**src/design/hirqts_consts.svh**
```systemverilog
// Constants for the host interrupt status and timestamp block
`ifndef HIRQTS_CONSTS_SVH
`define HIRQTS_CONSTS_SVH
`define HIRQTS_TS_W          40
`define HIRQTS_TS_BYTES      5
`define HIRQTS_BYTE_W        8
`define HIRQTS_ADDR_W        8
`define HIRQTS_OFS_TS0       8'h26
`define HIRQTS_OFS_TS4       8'h2A
`define HIRQTS_OFS_ID        8'h2B
`define HIRQTS_OFS_STATUS    8'h2D
`define HIRQTS_BIT_ASSERTED  0
`define HIRQTS_WAKE_LSB      1
`define HIRQTS_NWAKE_LSB     3
`define HIRQTS_DBG_BIT       5
`define HIRQTS_CH_WAKE       0
`define HIRQTS_CH_NWAKE      1
`define HIRQTS_CH_DBG        2
`define HIRQTS_ZERO8         8'h00
`define HIRQTS_ZERO2         2'h0
`define HIRQTS_ZERO40        40'h00_0000_0000
`endif

```
**src/design/hirqts_pkg.sv**
```systemverilog
// Types shared by the host interrupt status and timestamp block
package hirqts_pkg;
    // Reason code of a FIFO channel
    typedef enum logic [1:0] {
        HIRQTS_COND_NONE      = 2'b00,
        HIRQTS_COND_IMMEDIATE = 2'b01,
        HIRQTS_COND_LATENCY   = 2'b10,
        HIRQTS_COND_WATERMARK = 2'b11
    } hirqts_cond_t;
    // Sequencer state of an interrupt raise
    typedef enum logic [1:0] {
        HIRQTS_IDLE    = 2'b00,
        HIRQTS_STAMP   = 2'b01,
        HIRQTS_STATUS  = 2'b10,
        HIRQTS_ASSERT  = 2'b11
    } hirqts_state_t;
endpackage

```
**src/design/hirqts_chan.sv**
```systemverilog
// One pending-source channel: holds its condition until the host reads it
`timescale 1ns/1ps
`default_nettype none
`include "hirqts_consts.svh"
module hirqts_chan
    import hirqts_pkg::*;
(
    // Clock and reset
    input  wire logic         clk,
    input  wire logic         rstn,
    // Event side
    input  wire logic         load,
    input  wire hirqts_cond_t cond,
    input  wire logic         drained,
    // Result
    output var  hirqts_cond_t held
);
    // Latch on a load with a reason; a drain clears unless such a load arrives the same cycle
    always_ff @(posedge clk or negedge rstn) begin
        if (!rstn) begin
            held <= HIRQTS_COND_NONE;
        end else if (load && cond != HIRQTS_COND_NONE) begin
            held <= cond;
        end else if (drained) begin
            held <= HIRQTS_COND_NONE;
        end
    end
endmodule
`default_nettype wire

```
**src/design/hirqts_top.sv**
```systemverilog
// Host interrupt status, event timestamp and identifier registers
`timescale 1ns/1ps
`default_nettype none
`include "hirqts_consts.svh"
////////////////////////////////////////////////////////////////////////////////
// Functional notes
// - Store a 40-bit timestamp of the interrupt line only; event-request select keeps the last one.
// - With select clear, capture the time the event request is taken, three cycles before the line asserts.
// - Timestamp updates first, then status, then the interrupt line.
// - With select set, timestamp registers keep the last line stamp.
// - A read-only register returns a fixed identification code.
// - Status register shows pending data for all three channels.
// - Masks gate only the asserted bit and line, not pending bits.
// - Reading a channel clears only that channel's status bits.
// - Asserted bit and line stay active until every unmasked source drained.
// - Status bit 0 mirrors the interrupt line level.
// - Bits 1-2 hold wake-up FIFO reason: none, immediate, latency, watermark.
// - Timestamp registers are reachable in the same burst as status.
// - Bits 3-4 hold non-wake-up FIFO reason with the same codes.
// - Bit 5 set when status channel holds synchronous command data.
module hirqts_top
    import hirqts_pkg::*;
#(
    parameter logic [7:0] PART_ID = 8'h5A    // Arbitrary identification value
)(
    // Clock and reset
    input  wire logic                       clk,
    input  wire logic                       rstn,
    // Free running time base
    input  wire logic [`HIRQTS_TS_W-1:0]    time_now,
    // Source events from the FIFO and status logic
    input  wire logic                       ev_valid,
    input  wire hirqts_cond_t               ev_wake,
    input  wire hirqts_cond_t               ev_nwake,
    input  wire logic                       ev_dbg,
    // Host control settings
    input  wire logic                       ts_event_sel,
    input  wire logic                       mask_wake,
    input  wire logic                       mask_nwake,
    // Channel drain strobes from host reads of each channel
    input  wire logic                       rd_wake,
    input  wire logic                       rd_nwake,
    input  wire logic                       rd_dbg,
    // Register read port
    input  wire logic                       reg_rd,
    input  wire logic [`HIRQTS_ADDR_W-1:0]  reg_addr,
    output logic      [7:0]                 reg_rdata,
    // Interrupt line to the host
    output logic                            host_irq_line
);
    hirqts_state_t         state;
    hirqts_state_t         next_state;
    hirqts_cond_t          wake_held;
    hirqts_cond_t          nwake_held;
    hirqts_cond_t          wake_cond;
    hirqts_cond_t          nwake_cond;
    logic                  dbg_held;
    logic                  dbg_cond;
    logic                  load;
    logic [`HIRQTS_TS_W-1:0] stamp;
    logic [`HIRQTS_TS_W-1:0] ev_time;
    logic [`HIRQTS_TS_W-1:0] rd_shadow;
    logic                  any_pending;
    logic                  any_unmasked;
    logic [7:0]            status_val;
    logic                  hit_ts0;
    logic                  hit_ts_hi;
    logic                  hit_id;
    logic                  hit_status;
    logic [2:0]            ts_byte_sel;
    logic [7:0]            shadow_byte;

    ////////////////////////////////////////////////////////////////////////////
    // Raise sequencer: stamp, then status, then line
    // Busy three cycles after a take; requests in that time are dropped
    always_comb begin
        next_state = state;
        unique case (state)
            HIRQTS_IDLE:   if (ev_valid) next_state = HIRQTS_STAMP;
            HIRQTS_STAMP:  next_state = HIRQTS_STATUS;
            HIRQTS_STATUS: next_state = HIRQTS_ASSERT;
            HIRQTS_ASSERT: next_state = HIRQTS_IDLE;
        endcase
    end

    always_ff @(posedge clk or negedge rstn) begin
        if (!rstn) begin
            state <= HIRQTS_IDLE;
        end else begin
            state <= next_state;
        end
    end

    // Event content and time held from request until status load
    always_ff @(posedge clk or negedge rstn) begin
        if (!rstn) begin
            wake_cond  <= HIRQTS_COND_NONE;
            nwake_cond <= HIRQTS_COND_NONE;
            dbg_cond   <= 1'b0;
            ev_time    <= `HIRQTS_ZERO40;
        end else if (state == HIRQTS_IDLE && ev_valid) begin
            wake_cond  <= ev_wake;
            nwake_cond <= ev_nwake;
            dbg_cond   <= ev_dbg;
            ev_time    <= time_now;
        end
    end

    ////////////////////////////////////////////////////////////////////////////
    // Timestamp capture, only when the line is the selected event
    // With event-request stamping selected the last line stamp is kept
    always_ff @(posedge clk or negedge rstn) begin
        if (!rstn) begin
            stamp <= `HIRQTS_ZERO40;
        end else if (state == HIRQTS_STAMP && !ts_event_sel) begin
            stamp <= ev_time;
        end
    end

    ////////////////////////////////////////////////////////////////////////////
    // Pending channels
    assign load = (state == HIRQTS_STATUS);

    // Wake-up FIFO reason
    hirqts_chan u_wake (
        .clk     (clk),
        .rstn    (rstn),
        .load    (load),
        .cond    (wake_cond),
        .drained (rd_wake),
        .held    (wake_held)
    );

    // Non-wake-up FIFO reason
    hirqts_chan u_nwake (
        .clk     (clk),
        .rstn    (rstn),
        .load    (load),
        .cond    (nwake_cond),
        .drained (rd_nwake),
        .held    (nwake_held)
    );

    // Status channel bit, loaded with the FIFO channels so it never leads the stamp
    // A new event beats a drain in the same cycle
    always_ff @(posedge clk or negedge rstn) begin
        if (!rstn) begin
            dbg_held <= 1'b0;
        end else if (load && dbg_cond) begin
            dbg_held <= 1'b1;
        end else if (rd_dbg) begin
            dbg_held <= 1'b0;
        end
    end

    ////////////////////////////////////////////////////////////////////////////
    // Line level: masks gate only the line
    assign any_pending  = (wake_held != HIRQTS_COND_NONE) ||
                          (nwake_held != HIRQTS_COND_NONE) || dbg_held;
    assign any_unmasked = ((wake_held != HIRQTS_COND_NONE) && !mask_wake) ||
                          ((nwake_held != HIRQTS_COND_NONE) && !mask_nwake) ||
                          dbg_held;

    // Line register; a mask set while high drops the line if no unmasked source is left, and clearing the
    // mask again does not raise it before the next event sequence
    always_ff @(posedge clk or negedge rstn) begin
        if (!rstn) begin
            host_irq_line <= 1'b0;
        end else if (state == HIRQTS_ASSERT) begin
            host_irq_line <= any_unmasked;
        end else if (!any_pending) begin
            host_irq_line <= 1'b0;
        end else if (!any_unmasked) begin
            host_irq_line <= 1'b0;
        end
    end

    // Status byte image
    // Bits 6 and 7 stay zero, bit 0 follows the registered line
    always_comb begin
        status_val = `HIRQTS_ZERO8;
        status_val[`HIRQTS_BIT_ASSERTED] = host_irq_line;
        status_val[`HIRQTS_WAKE_LSB +: 2] = wake_held;
        status_val[`HIRQTS_NWAKE_LSB +: 2] = nwake_held;
        status_val[`HIRQTS_DBG_BIT] = dbg_held;
    end

    ////////////////////////////////////////////////////////////////////////////
    // Read address decode and byte select of the upper stamp bytes
    assign hit_ts0     = (reg_addr == `HIRQTS_OFS_TS0);
    assign hit_ts_hi   = (reg_addr > `HIRQTS_OFS_TS0) && (reg_addr <= `HIRQTS_OFS_TS4);
    assign hit_id      = (reg_addr == `HIRQTS_OFS_ID);
    assign hit_status  = (reg_addr == `HIRQTS_OFS_STATUS);
    assign ts_byte_sel = 3'(reg_addr - `HIRQTS_OFS_TS0);
    assign shadow_byte = rd_shadow[`HIRQTS_BYTE_W * ts_byte_sel +: `HIRQTS_BYTE_W];

    // Shadow of the stamp taken on a status or stamp byte 0 read, so a burst sees one value
    always_ff @(posedge clk or negedge rstn) begin
        if (!rstn) begin
            rd_shadow <= `HIRQTS_ZERO40;
        end else if (reg_rd && (hit_status || hit_ts0)) begin
            rd_shadow <= stamp;
        end
    end

    // Registered read data; unmapped offsets read zero
    always_ff @(posedge clk or negedge rstn) begin
        if (!rstn) begin
            reg_rdata <= `HIRQTS_ZERO8;
        end else if (reg_rd) begin
            if (hit_ts0) begin
                reg_rdata <= stamp[`HIRQTS_BYTE_W-1:0];
            end else if (hit_ts_hi) begin
                reg_rdata <= shadow_byte;
            end else if (hit_id) begin
                reg_rdata <= PART_ID;
            end else if (hit_status) begin
                reg_rdata <= status_val;
            end else begin
                reg_rdata <= `HIRQTS_ZERO8;
            end
        end
    end
endmodule
`default_nettype wire

```
**config.mk**
```make
export PLATFORM = sky130hd
export DESIGN_NAME = hirqts_top
export DESIGN_NICKNAME = d
export VERILOG_FILES = /design/src/design/hirqts_pkg.sv /design/src/design/hirqts_chan.sv /design/src/design/hirqts_top.sv
export VERILOG_INCLUDE_DIRS = /design/src /design/src/design
export SDC_FILE = /design/constraint.sdc
export NUM_CORES = 1
export LEC_CHECK = 0
export BUFFER_PORTS_ARGS = -buffer_cell sky130_fd_sc_hd__clkbuf_2
export CORE_MARGIN = 10
export CORE_UTILIZATION = 62
export DETAILED_ROUTE_END_ITERATION = 16
export PLACE_DENSITY = 0.81
export SYNTH_ARGS = -nofsm -noshare
export SYNTH_HDL_FRONTEND = slang
export SYNTH_SLANG_ARGS = --single-unit
export TNS_END_PERCENT = 30
```
**constraint.sdc**
```tcl
create_clock -name clk -period 3.95 [get_ports clk]
set_input_delay 0.395 -clock clk [delete_from_list [all_inputs] [get_ports clk]]
set_output_delay 0.395 -clock clk [all_outputs]
set_load 0.02 [all_outputs]
```
==> flow_summary.json <==
{
  "status": "finished, final reports clean",
  "clkTransAtPathRegs_ns": 0.06,
  "drtIter0Drc": 205,
  "post-route-period-util_pct": 55.3,
  "ys_seq_area_share_pct": 60.0,
  "synth_area_leaders": "dfrtp_1, mux2_2, mux2i_1, nand2_1, ha_1",
  "critPathKind": "flop to flop",
  "ant_nets": 0,
  "ys_types": 36,
  "worst_setup_path_end_kind": "flop",
  "grt_pass1_vias": 3868,
  "power.density_nw_per_um2": 693,
  "power.total_mw": 4.81,
  "synthArstFlopShare_pct": 100,
  "maxCapViolations": 0,
  "hpwlAfterDp_um": 8090,
  "yosys.area.top_type": "dfrtp_1",
  "io_pins": 72,
  "crit_family": "simple AND/OR/NAND/NOR gates",
  "yosysWarnings": 0,
  "setup_viol": 0,
  "nFillCells": 610,
  "leakagePower_nw": 3.28,
  "cp-start-kind": "flop",
  "path_max_fanout": 41,
  "drc": 0,
  "synthesis.area_um2": 5880,
  "p_int_mw": 3.48,
  "grt_use_total_pct": 17.8,
  "fmax_ghz": 0.458,
  "synthTopCellsByCount": "dfrtp_1, mux2_2, nand2_1",
  "cts_resized": 0,
  "p_sw_mw": 1.33,
  "ir_drop_mv": 0.381,
  "worst_path_max_delay_cell": "nor2b_4",
  "die-width_um": 117,
  "swShare_pct": 27.7,
  "htree_levels": 4,
  "die_area_um2": 13800,
  "grt_max_degree": 72,
  "final_net_count": 551,
  "wirelength_um": 11900,
  "syn_nets": 477,
  "coreArea_um2": 9240,
  "final_cell_count_no_fill": 624,
  "maxSlewHeadroom_pct": 21.0,
  "synth_edf_count": 0,
  "clock_skew_ns": 0.0109,
  "max_stage_delay_ns": 0.94,
  "combinationalPowerShare_pct": 20.4,
  "vias": 3565,
  "syn_inst": 408,
  "period_minus_slack_ns": 2.18,
  "grt_overflow": 0,
  "dp_slack_ns": 1.29,
  "seqPwrFrac_pct": 48.2,
  "gp_congestion": 0.884,
  "rsz0062_at_grt": "no",
  "tightest_slew_ns": 1.18,
  "cts_buffers": 17,
  "start_util_pct": 63.7,
  "crit_buf_inv": 1,
  "met3_length_um": 724,
  "syn_area_per_cell_um2": 14.4,
  "highest_layer": "met4",
  "place_inst": 591,
  "cts_tree": "done",
  "yosysMostFrequentCell": "dfrtp_1",
  "met2WireLength_um": 5900,
  "routedWlPerCell_um": 19.1,
  "pwr-share-clk_pct": 31.4,
  "cts-root-buf": "clkbuf_8",
  "area.growth.synth_to_final_pct": 18.0,
  "final_core_util_pct": 75.1,
  "tns_ns": 0,
  "finalHoldViolations": 0,
  "num_rows": 35,
  "synth-seq-cells": 141,
  "place_area_um2": 6360,
  "hold_class": "input port to flop",
  "clk_path_buf_depth": 2,
  "synth_flop_cell": "dfrtp_1",
  "cts_num_sinks": 141,
  "diodes": 0,
  "drtPass1Iterations": 5,
  "final_layout_size_suffix_gt1_share_pct": 46.9,
  "clk_latency_ns": 0.53,
  "synth_top_cell_area_share_pct": 60.0,
  "grt_first_pass_wirelength_um": 19900,
  "die_h_um": 117,
  "whs_ns": 0.0471,
  "via_per_inst": 5.71,
  "fin_ws_ns": 1.77,
  "arrival_ns": 2.59,
  "worstPathRequired_ns": 4.36,
  "wl_met1_um": 5070,
  "antenna_found_initial": 0,
  "path_cells": "inv_1 -> ha_1 -> nor2b_4 -> mux2_2",
  "final_cell_area_um2": 6940,
  "numPortBuffers": 71,
  "drv_slew": 0
}
[final timing paths]
check	slack [ns]	depth (start not counted)	start	endpoint
max	1.77	4	state[1]	stamp[21]
min	0.05	2	rd_dbg	dbg_held
max reg2reg	1.77	4	state[1]	stamp[21]
min reg2reg	0.49	2	rd_shadow[2]	rd_shadow[2]
max in group asynchronous	2.57	3	rstn	ev_time[33]
min in group asynchronous	0.42	2	rstn	dbg_cond
[power groups by stage]
stage               clock network (mW)  logic [mW]  registers [mW]
floorplan                            0       0.792            2.19
global placement                     0       0.929            2.32
detailed placement                   0       0.984            2.34
CTS                               1.53        1.00            2.32
global route                      1.61        1.10            2.38
finish                            1.51       0.982            2.32
[sequential cells by signal, indices dropped and copies added (netlist names)]
register / cells
dbg_cond: 1
dbg_held: 1
ev_time: 40
host_irq_line: 1
nwake_cond: 2
rd_shadow: 40
reg_rdata: 8
stamp: 40
state: 2
u_nwake.held: 2
u_wake.held: 2
wake_cond: 2
[metal layers]
| layer | global-route usage, % | up-vias |
|---|---|---|
| met4 | 6.96 | 0 |
| met3 | 6.00 | 20 |
| met2 | 27.9 | 114 |
| li1 | - | 1629 |
| met1 | 22.2 | 1802 |
| met5 | 0 | - |
[area by class of cell]
class,instances,area (µm²),area share (%)
Timing Repair Buffer,75,394,5.68
Inverter,6,22.5,0.325
Clock inverter,10,105,1.51
Tap cell,129,161,2.33
Clock buffer,22,463,6.67
Sequential cell,141,3530,50.8
Multi-Input combinational cell,241,2260,32.6
[cells by family (layout without fill, tap and decap cells)]
kind of cell,after synthesis,after routing,synth area share (%)
muxes,141,141,26.6
DFF,141,141,60.0
and+or+nand+nor,49,49,4.81
AOI/OAI and AO/OA,45,45,5.42
buffers and inverters,26,113,1.87
adders and majority gates,6,6,1.28
[timing repair]
item,in CTS,in global routing
setup buffers,0,0
hold buffers,1,0
endpoints found under the hold margin,69,0
[worst register-to-register path: stages, from the launching register on]
cell and delay (ns):
dfrtp_1 0.41, inv_1 0.11, ha_1 0.15, nor2b_4 0.94, mux2_2 0.46
[layout by cell type (no fill, tap or decap), drive strengths merged, types with 4 or more instances in the layout]
cell	instances
a21oi	13
buf	4
clkbuf	92
dfrtp	141
ha	6
inv	10
mux2	124
mux2i	17
nand2	21
nand3b	4
nor2	4
nor2b	6
o21ai	7
o22a	8
(Power assumes the default switching activity.)
